<file path="config.mk">
export PLATFORM = sky130hd
export DESIGN_NAME = ksc_serial_ctrl
export DESIGN_NICKNAME = d
export VERILOG_FILES = /design/src/logic/ksc_pkg.sv /design/src/logic/ksc_serial_ctrl.sv
export SDC_FILE = /design/constraint.sdc
export NUM_CORES = 1
export LEC_CHECK = 0
export ABC_AREA = 1
export ABC_CLOCK_PERIOD_IN_PS = 2200
export BUFFER_PORTS_ARGS = -buffer_cell sky130_fd_sc_hd__buf_2
export CAP_MARGIN = 25
export CORE_MARGIN = 4
export CORE_UTILIZATION = 55
export CTS_CLUSTER_DIAMETER = 50
export CTS_CLUSTER_SIZE = 24
export DETAILED_ROUTE_END_ITERATION = 10
export GPL_ROUTABILITY_DRIVEN = 0
export PLACE_DENSITY = 0.81
export SLEW_MARGIN = 20
export SYNTH_ARGS = -nofsm -noshare
export SYNTH_HDL_FRONTEND = slang
export SYNTH_SLANG_ARGS = --single-unit
export TNS_END_PERCENT = 1
</file>
<file path="constraint.sdc">
create_clock -name i_clk_sys -period 2.2 [get_ports i_clk_sys]
set_input_delay 0 -clock i_clk_sys [delete_from_list [all_inputs] [get_ports i_clk_sys]]
set_output_delay 0 -clock i_clk_sys [all_outputs]
set_load 0.05 [all_outputs]
</file>
<file path="src/logic/ksc_pkg.sv">
// constants shared by the knock processor serial control logic
// assumes a single system clock; serial pins arrive already synchronous
package ksc_pkg;

  // ---------------------------------------------------------------
  // serial word framing
  // ---------------------------------------------------------------
  localparam int unsigned WORD_BITS = 8;
  localparam logic [3:0] WORD_BITS_CNT = 4'h8;
  localparam logic [3:0] CNT_OVER = 4'h9;   // saturation mark for overlong words
  localparam logic [3:0] CNT_ZERO = 4'h0;

  // ---------------------------------------------------------------
  // command word layout: class in the top two bits, payload below
  // ---------------------------------------------------------------
  localparam int unsigned CMD_HI = 7;
  localparam int unsigned CMD_LO = 6;
  localparam int unsigned PAY_HI = 5;
  localparam int unsigned PAY_LO = 0;
  localparam int unsigned HIZ_BIT = 0;      // prescaler word lsb: 1 floats the output unless in diagnostic mode
  localparam int unsigned CHAN_BIT = 0;

  localparam logic [1:0] CMD_PRESCALER = 2'h0;
  localparam logic [1:0] CMD_CHANNEL = 2'h1;
  localparam logic [1:0] CMD_GAIN = 2'h2;
  localparam logic [1:0] CMD_FILTER = 2'h3;

  // ---------------------------------------------------------------
  // reset values
  // ---------------------------------------------------------------
  localparam logic [7:0] RST_WORD = 8'h00;
  localparam logic [5:0] RST_PAYLOAD = 6'h00;
  localparam logic RST_CHANNEL = 1'b0;
  localparam logic RST_HIZ = 1'b0;

  // link phase
  typedef enum logic [0:0] {
    ksc_idle,
    ksc_shift
  } ksc_link_type;

endpackage : ksc_pkg

</file>
<file path="src/logic/ksc_serial_ctrl.sv">
// serial control port and mode logic of a two-channel knock signal processor
// assumes chip select, serial clock, data and mode pins are synchronous to i_clk_sys
// and that the serial clock is far slower than the system clock
`timescale 1ns/100ps

module ksc_serial_ctrl #(
  parameter int unsigned INTEG_W = 10
) (
  input wire logic i_clk_sys,
  input wire logic i_rst,
  input wire logic i_cs_n,
  input wire logic i_sck,
  input wire logic i_si,
  input wire logic i_int_hold,
  input wire logic i_test_n,
  input wire logic [INTEG_W-1:0] i_integrator_level,
  output logic o_so,
  output logic o_so_oe,
  output logic o_channel_sel,
  output logic o_integrate_mode,
  output logic [INTEG_W-1:0] o_integrator_buffered_output,
  output logic o_diag_mode,
  output logic [5:0] o_prescaler_code,
  output logic o_prescaler_hiz,
  output logic [5:0] o_gain_code,
  output logic [5:0] o_filter_code,
  output logic o_word_applied,
  output logic o_frame_error
);

  // ---------------------------------------------------------------
  // state
  // ---------------------------------------------------------------
  typedef struct packed {
    ksc_pkg::ksc_link_type link;
    logic sck_prev;
    logic cs_prev;
    logic [3:0] bit_cnt;
    logic [7:0] shift_in;
    logic [7:0] shift_out;
    logic [7:0] last_word;
    logic so;
    logic so_oe;
    logic channel;
    logic integrate;
    logic [INTEG_W-1:0] held;
    logic diag;
    logic [5:0] prescaler;
    logic hiz;
    logic [5:0] gain;
    logic [5:0] filter;
    logic applied;
    logic frame_err;
  } ksc_state_type;

  ksc_state_type st;
  ksc_state_type next_st;

  // edge terms; pins are already synchronous so one stage of history suffices
  logic sck_fall;
  logic cs_fall;
  logic cs_rise;
  logic selected;
  logic word_ok;
  logic [1:0] cmd;
  logic [5:0] payload;

  assign selected = ~i_cs_n;
  assign sck_fall = st.sck_prev & ~i_sck & selected;
  assign cs_fall = st.cs_prev & ~i_cs_n;
  assign cs_rise = ~st.cs_prev & i_cs_n;
  assign word_ok = (st.bit_cnt == ksc_pkg::WORD_BITS_CNT);
  assign cmd = st.shift_in[ksc_pkg::CMD_HI:ksc_pkg::CMD_LO];
  assign payload = st.shift_in[ksc_pkg::PAY_HI:ksc_pkg::PAY_LO];

  // ---------------------------------------------------------------
  // next state
  // ---------------------------------------------------------------
  always_comb begin
    next_st = st;
    next_st.sck_prev = i_sck;
    next_st.cs_prev = i_cs_n;
    next_st.applied = 1'b0;
    next_st.frame_err = 1'b0;

    // test pin low means diagnostic mode; the pad pull-up makes open read high
    next_st.diag = ~i_test_n;

    // integrate while high, hold while low
    next_st.integrate = i_int_hold;
    if (i_int_hold) begin
      next_st.held = i_integrator_level;
    end else begin
      next_st.held = st.held;
    end

    // serial link sequencing
    case (st.link)
      ksc_pkg::ksc_idle: begin
        if (cs_fall) begin
          next_st.link = ksc_pkg::ksc_shift;
          next_st.bit_cnt = ksc_pkg::CNT_ZERO;
          // echo the last accepted word so the host can read settings back
          next_st.shift_out = st.last_word;
        end
      end
      ksc_pkg::ksc_shift: begin
        if (sck_fall) begin
          next_st.shift_in = {st.shift_in[ksc_pkg::WORD_BITS-2:0], i_si};
          next_st.shift_out = {st.shift_out[ksc_pkg::WORD_BITS-2:0], 1'b0};
          // saturate so an overlong word is still recognised as wrong
          if (st.bit_cnt != ksc_pkg::CNT_OVER) begin
            next_st.bit_cnt = st.bit_cnt + 4'h1;
          end
        end
        if (cs_rise) begin
          next_st.link = ksc_pkg::ksc_idle;
          if (word_ok) begin
            next_st.applied = 1'b1;
            next_st.last_word = st.shift_in;
            case (cmd)
              ksc_pkg::CMD_PRESCALER: begin
                next_st.prescaler = payload;
                next_st.hiz = st.shift_in[ksc_pkg::HIZ_BIT];
              end
              ksc_pkg::CMD_CHANNEL: begin
                next_st.channel = st.shift_in[ksc_pkg::CHAN_BIT];
              end
              ksc_pkg::CMD_GAIN: begin
                next_st.gain = payload;
              end
              ksc_pkg::CMD_FILTER: begin
                next_st.filter = payload;
              end
              default: begin
                next_st.gain = st.gain;
              end
            endcase
          end else begin
            // short or long words are dropped whole, never half applied
            next_st.frame_err = 1'b1;
          end
        end
      end
      default: begin
        next_st.link = ksc_pkg::ksc_idle;
      end
    endcase

    // output data bit; its drive enable decides whether the host sees it
    next_st.so = next_st.shift_out[ksc_pkg::WORD_BITS-1];

    // drive decision: diagnostic overrides, then float bit, then chip select
    if (~i_test_n) begin
      next_st.so_oe = 1'b1;
    end else if (st.hiz) begin
      next_st.so_oe = 1'b0;
    end else begin
      next_st.so_oe = selected;
    end
  end

  // ---------------------------------------------------------------
  // registers
  // ---------------------------------------------------------------
  always_ff @(posedge i_clk_sys or posedge i_rst) begin
    if (i_rst) begin
      st.link <= ksc_pkg::ksc_idle;
      st.sck_prev <= 1'b0;
      st.cs_prev <= 1'b1;
      st.bit_cnt <= ksc_pkg::CNT_ZERO;
      st.shift_in <= ksc_pkg::RST_WORD;
      st.shift_out <= ksc_pkg::RST_WORD;
      st.last_word <= ksc_pkg::RST_WORD;
      st.so <= 1'b0;
      st.so_oe <= 1'b0;
      st.channel <= ksc_pkg::RST_CHANNEL;
      st.integrate <= 1'b0;
      st.held <= '0;
      st.diag <= 1'b0;
      st.prescaler <= ksc_pkg::RST_PAYLOAD;
      st.hiz <= ksc_pkg::RST_HIZ;
      st.gain <= ksc_pkg::RST_PAYLOAD;
      st.filter <= ksc_pkg::RST_PAYLOAD;
      st.applied <= 1'b0;
      st.frame_err <= 1'b0;
    end else begin
      st <= next_st;
    end
  end

  // outputs straight from state flops
  assign o_so = st.so;
  assign o_so_oe = st.so_oe;
  assign o_channel_sel = st.channel;
  assign o_integrate_mode = st.integrate;
  assign o_integrator_buffered_output = st.held;
  assign o_diag_mode = st.diag;
  assign o_prescaler_code = st.prescaler;
  assign o_prescaler_hiz = st.hiz;
  assign o_gain_code = st.gain;
  assign o_filter_code = st.filter;
  assign o_word_applied = st.applied;
  assign o_frame_error = st.frame_err;

  // ---------------------------------------------------------------
  // checks
  // ---------------------------------------------------------------
  channel_after_word_a: assert property (
    @(posedge i_clk_sys) disable iff (i_rst)
    $changed(o_channel_sel) |-> $past(cs_rise) && $past(word_ok)
      && ($past(cmd) == ksc_pkg::CMD_CHANNEL))
    else $error("channel changed without a complete channel command");

  mode_follows_pin_a: assert property (
    @(posedge i_clk_sys) disable iff (i_rst)
    i_int_hold ##1 i_int_hold |=> o_integrate_mode)
    else $error("integrate mode not following the integrate/hold pin");

  hold_freezes_a: assert property (
    @(posedge i_clk_sys) disable iff (i_rst)
    !i_int_hold [*3] |-> ##1 $stable(o_integrator_buffered_output)
      && !o_integrate_mode)
    else $error("buffered integrator output moved during hold");

  track_level_a: assert property (
    @(posedge i_clk_sys) disable iff (i_rst)
    i_int_hold |=> o_integrator_buffered_output == $past(i_integrator_level))
    else $error("buffered integrator output not tracking in integrate mode");

  deselect_ignores_a: assert property (
    @(posedge i_clk_sys) disable iff (i_rst)
    i_cs_n |=> $stable(st.shift_in) && $stable(st.bit_cnt))
    else $error("serial state moved while chip select high");

  deselect_floats_a: assert property (
    @(posedge i_clk_sys) disable iff (i_rst)
    i_cs_n && i_test_n |=> !o_so_oe)
    else $error("serial output driven while not selected");

  prog_hiz_wins_a: assert property (
    @(posedge i_clk_sys) disable iff (i_rst)
    !i_cs_n && i_test_n && o_prescaler_hiz |=> !o_so_oe)
    else $error("serial output driven despite programmed float bit");

  active_enabled_a: assert property (
    @(posedge i_clk_sys) disable iff (i_rst)
    !i_cs_n && i_test_n && !o_prescaler_hiz |=> o_so_oe)
    else $error("serial output floating while selected and allowed");

  diag_drives_a: assert property (
    @(posedge i_clk_sys) disable iff (i_rst)
    !i_test_n |=> o_so_oe && o_diag_mode)
    else $error("diagnostic mode did not force the serial output on");

  word_length_a: assert property (
    @(posedge i_clk_sys) disable iff (i_rst)
    (st.link == ksc_pkg::ksc_shift) && cs_rise
      |=> (o_word_applied == $past(word_ok)) && (o_frame_error == !$past(word_ok)))
    else $error("word accepted or rejected with the wrong bit count");

  capture_fall_a: assert property (
    @(posedge i_clk_sys) disable iff (i_rst)
    sck_fall && (st.link == ksc_pkg::ksc_shift) |=> st.shift_in[0] == $past(i_si))
    else $error("serial bit not captured on falling clock edge");

  apply_on_rise_a: assert property (
    @(posedge i_clk_sys) disable iff (i_rst)
    !cs_rise |=> $stable(o_gain_code) && $stable(o_filter_code)
      && $stable(o_prescaler_code))
    else $error("setting changed outside chip select release");

  frame_start_a: assert property (
    @(posedge i_clk_sys) disable iff (i_rst)
    (st.link == ksc_pkg::ksc_idle) && cs_fall
      |=> (st.link == ksc_pkg::ksc_shift) && (st.bit_cnt == ksc_pkg::CNT_ZERO)
      && (st.shift_out == $past(st.last_word)))
    else $error("frame start did not clear the count or load the echo");

  normal_mode_a: assert property (
    @(posedge i_clk_sys) disable iff (i_rst)
    i_test_n |=> !o_diag_mode)
    else $error("diagnostic mode while the test input is high");

  hold_mode_pin_a: assert property (
    @(posedge i_clk_sys) disable iff (i_rst)
    !i_int_hold |=> !o_integrate_mode)
    else $error("integrate mode while the integrate/hold pin is low");

endmodule : ksc_serial_ctrl

</file>
# After elaboration in Yosys (flattened, before gate mapping)
# Index checks and enable logic that the tools add are counted.
[totals]
reg_bits = 66
[classes]
n_mux = 15
reduce_logical = 9
n_bitwise = 9
n_eq_ne = 8
n_addsub = 1
[op_table]
columns = ["operator", "n"]
rows = [
  ["$mux W20", 1],
  ["$pmux W8 S2", 1],
  ["$reduce_and A4 Y1", 4],
  ["$mux W4", 2],
  ["$mux W8", 1],
  ["$pmux W4 S2", 1],
  ["$mux W1", 6],
  ["$reduce_and A3 Y1", 2],
  ["$not A1 Y1", 5],
  ["$add A4 B1 Y4 const B", 1],
  ["$and A1 B1 Y1", 4],
  ["$eq A2 B2 Y1 const B", 2],
  ["$eq A4 B4 Y1 const B", 1],
  ["$mux W2", 2],
  ["$ne A2 B1 Y1 const B", 2],
  ["$ne A4 B4 Y1 const B", 1],
  ["$reduce_and A2 Y1", 2],
  ["$eq A2 B1 Y1 const B", 1],
  ["$logic_not A2 Y1", 1],
  ["$ne A2 B2 Y1 const B", 1],
  ["$pmux W1 S2", 1],
]

# Longest topological paths before layout
[depth]
ltp_word = 5
depth_mapped = 8
ltp_nobuf = 8

# Least setup slack after synthesis
# Ideal clock, no wire load.
[synth_path]
path_type = "reg-to-reg"
startpoint = "register st[60] (netlist bit)"
endpoint = "register st (netlist bit o_filter_code[5])"
path_buffers = 1
t_arrival_ps = 1216
synth_period_minus_slack_ps = 1337
setup_slack_ps = 863
required_ps = 2079
stages_incl_launch_ff = 9
cell_sequence = "dfrtp_1 > inv_1 > ha_1 > nand3_4 > nor2_1 > nand2_1 > buf_6 > nand2_1 > o21ai_2"
[synth_via]
elab_chain_cells = 2
[synth_lines]
columns = ["element", "line", "source"]
rows = [
  ["start, declared", "ksc_serial_ctrl.sv:56", "ksc_state_type st;"],
  ["start signal, assigned", "ksc_serial_ctrl.sv:188", "st <= next_st;"],
  ["$eq A4 B4 Y1", "ksc_serial_ctrl.sv:72", "assign word_ok = (st.bit_cnt == ksc_pkg::WORD_BITS_CNT);"],
  ["$reduce_and A4 Y1 (no line)", "-", ""],
]
# No other way between the ends.
# A chain may end at the register's enable or synchronous reset.

# Final worst setup path
[layout_path]
startpoint = "register st[60] (netlist bit)"
endpoint = "register st (netlist bit o_filter_code[3])"
# The elaborated chain is that of the path after synthesis.

==> results.md <==
- Arrival @ worst endpoint: 1870 ps
- Routed WL: 5.469 mm
- Syn Area/Cell: 10.04 sq um
- Cell count after synthesis: 292
- Synthesized area: 0.002932 sq mm
- Peak Freq: 600.8 MHz
- Clock Latency Late Sink: 330 ps
- Routed Antenna Nets: 0
- Post-CTS Hold Buffers: 16
- FF-to-FF path depth: 7
- Min-delay src: i_sck
- Hold Crit Class: input pin to flip-flop
- PostCTS Resize Cnt: 0
- MaxCap Viol Count: 0
- Critical path type: flip-flop to flip-flop
- Netlist cell types: 23
- Post-detail-place hpwl: 3.624 mm
- I/O Pins: 53
- Area leader, netlist: dfrtp_1
- Worst-path fanout max: 12
- Seq cells post-synth: 65
- Post-synth EDFFs: 0
- Worst-Margin Slew: 802.7 ps
- Min cycle time layout: 1665 ps
- RR Endpoint: o_filter_code[3]$_DFFE_PP0P_
- Worst path depth: 7
- Pwr/cell area: 823.5 mW/mm^2
- Met3 track demand over resource: 0.04989
- Die Y: 81.01 microns
- CP most frequent cell: nand2_1
- Rel. slew slack: 0.4649
- Placed insts: 381
- GRT overflow: 0
- Drt wl/cell: 13.27 microns
- Worst Hold Depth: 2
- Worst Skew: 4.811 ps
- Most used DFF post-synth: dfrtp_1
- Count leader, synth: nand2_1
- Final core occ: 0.6570
- Post-route clock period utilization: 0.7566
- CTS root buf: clkbuf_8
- Core area: 0.005140 sq mm
- Site Rows: 26
- GR Util met1: 0.2491
- Max Buffers Root-to-Sink: 2
- Hold violation total from the final report: 0
- Initial core utilization: 0.5704
- Number of setup buffers added after CTS: 0
- Vias in the first global route: 2033
- Outcome: finished, final reports clean
- CP max stage delay: 420 ps
- CTS Buf Count: 9
- Startpoint class of the critical path: flip-flop
- CTS tree: yes
- Share of layout cells above drive strength 1: 0.3509
- CP bufs+invs: 1
- Post-synth top cells: 75 x nand2_1, 64 x dfrtp_1, 28 x buf_4, 21 x nand3_1, 19 x o21ai_2
- GRT Util Overall: 0.1926
- Endpoints failing setup: 0
- Initial antenna violation count: 0
- Most used routing layer: met2
- CTS HTree Levels: 3
- Worst r2r src: st[60]$_DFFE_PP0P_
- Leak pwr: 1.707 nW
- WP data required: 2410 ps
- Crit path max-delay family: simple AND/OR/NAND/NOR gates
- Sequential share of the synthesized area: 0.5553
- Slew Limit Fails: 0
- Yosys top cell area share: 0.5463
- DRC Markers: 0
- Iter 0 DRT Violations: 139
- # clock sinks: 65
- First-pass GRT wire length: 9.535 mm
- RSZ-0062 raised after global routing: no
- Ys async rst share: 1.000
- Worst-path cell chain: inv_1 -> ha_1 -> nand3_4 -> nor2_1 -> nand2_1 -> nand2_1 -> o21ai_2
- Mapped Nets: 312
- CTS clk-pin slew, worst paths: 70 ps
- DR pass1 iterations: 4
- Via count: 2043
- Peak supply drop: 413.8 uV
- Crit-path slowest cell: dfrtp_1
- Die area: 0.006562 sq mm
- Cell Count, Final, Fillers Out: 412
- R2r setup slk: 540 ps
- Met2 Track Usage GR: 0.3128
- Dominant cells by area after synthesis: dfrtp_1 55%, nand2_1 9.6%, buf_4 7.2%
- Largest net degree at the start of global routing: 66
- Area growth, synth to finish: 15.19%
- Number of vias per cell: 4.959
- CP Capture Type: flip-flop
- Setup TNS: 0 ps
- Port bufs: 52
- WHS Endpoint: st[65]$_DFF_PP0_
- Chip Width: 81.01 microns
- Synth warn: 0
- Final #Nets: 358
- Number of diodes: 0
-- stage by stage --
| stage | worst slack (ps) | power [W] | area (sq um) | hold slack [ps] |
|---|---|---|---|---|
| 2_1_floorplan | 575.2 | 0.001688 | 2932 | 4.478 |
| 4_1_cts | 514.6 | 0.002800 | 3377 | 331.9 |
| 5_1_grt | 345.9 | 0.002924 | 3377 | 358.4 |
| 6_report | 535.4 | 0.002781 | 3377 | 343.1 |
| 3_3_place_gp | 600.1 | 0.001763 | 3022 | 138.9 |
| 3_5_place_dp | 528.0 | 0.001775 | 3022 | 144.1 |
-- layer usage --
| layer | part of all wire | wire (microns) |
|---|---|---|
| met1 | 0.46 | 2528 |
| met2 | 0.47 | 2584 |
| met3 | 0.054 | 295 |
| met4 | 0.011 | 61 |
| met5 | 0 | 0 |
-- area by class of cell --
type | instances | area [sq um]
Multi-Input combinational cell | 169 | 948.4
Tap cell | 70 | 87.58
Sequential cell | 65 | 1628
Inverter | 24 | 90.09
Clock inverter | 3 | 40.04
Clock buffer | 12 | 155.1
Fill cell | 442 | 1763
Timing Repair Buffer | 69 | 427.9
-- state kept, by name, indices dropped and copies added, names as in the netlist --
register                      flops
o_gain_code                       6
o_integrator_buffered_output     10
payload                           6
o_so_oe                           1
o_frame_error                     1
cmd                               2
o_word_applied                    1
o_filter_code                     6
o_integrate_mode                  1
o_channel_sel                     1
o_diag_mode                       1
st                               23
o_prescaler_code                  6
-- power breakdown --
part | internal [W] | total (W) | switching, W
registers | 0.00129 | 0.00136 | 0.0000671
clock network | 0.000576 | 0.00100 | 0.000429
logic | 0.000114 | 0.000421 | 0.000308
total | 0.00198 | 0.00278 | 0.000803
-- worst register-to-register path, stage by stage (launching register included) --
cell,delay (ps)
dfrtp_1,420
inv_1,90
ha_1,210
nand3_4,110
nor2_1,110
nand2_1,330
nand2_1,200
o21ai_2,60
-- cells by family after synthesis --
kind of cell / Yosys count / share of synthesized area
and+or+nand+nor: 120 / 0.1848
DFF: 65 / 0.5553
buffers and inverters: 58 / 0.1212
AOI/OAI and AO/OA: 35 / 0.08450
muxes: 10 / 0.03841
adders and majority gates: 3 / 0.01281
xor gates and xnor gates: 1 / 0.002988
-- layout by cell type (no fill, tap or decap), drive strengths merged --
| master | n |
|---|---|
| inv | 24 |
| mux2 | 10 |
| dfrtp | 64 |
| nand2 | 85 |
| dfstp | 1 |
| a31oi | 1 |
| xnor2 | 1 |
| o21ai | 33 |
| dlygate4sd3 | 16 |
| buf | 53 |
| clkbuf | 12 |
| nand3 | 23 |
| nor2 | 12 |
| bufinv | 1 |
| a21oi | 1 |
| ha | 3 |
| clkinv | 2 |
-- how the worst max path moves through the flow --
stage,start,to
after floorplan,i_rst,cmd[0]$_DFFE_PP0P_
after global placement,st[60]$_DFFE_PP0P_,o_filter_code[5]$_DFFE_PP0P_
after detailed placement,st[60]$_DFFE_PP0P_,o_filter_code[3]$_DFFE_PP0P_
after CTS,st[60]$_DFFE_PP0P_,o_filter_code[3]$_DFFE_PP0P_
after global routing,st[60]$_DFFE_PP0P_,o_filter_code[3]$_DFFE_PP0P_
final,st[60]$_DFFE_PP0P_,o_filter_code[3]$_DFFE_PP0P_
No activity file was read; power rests on OpenSTA's default activity.
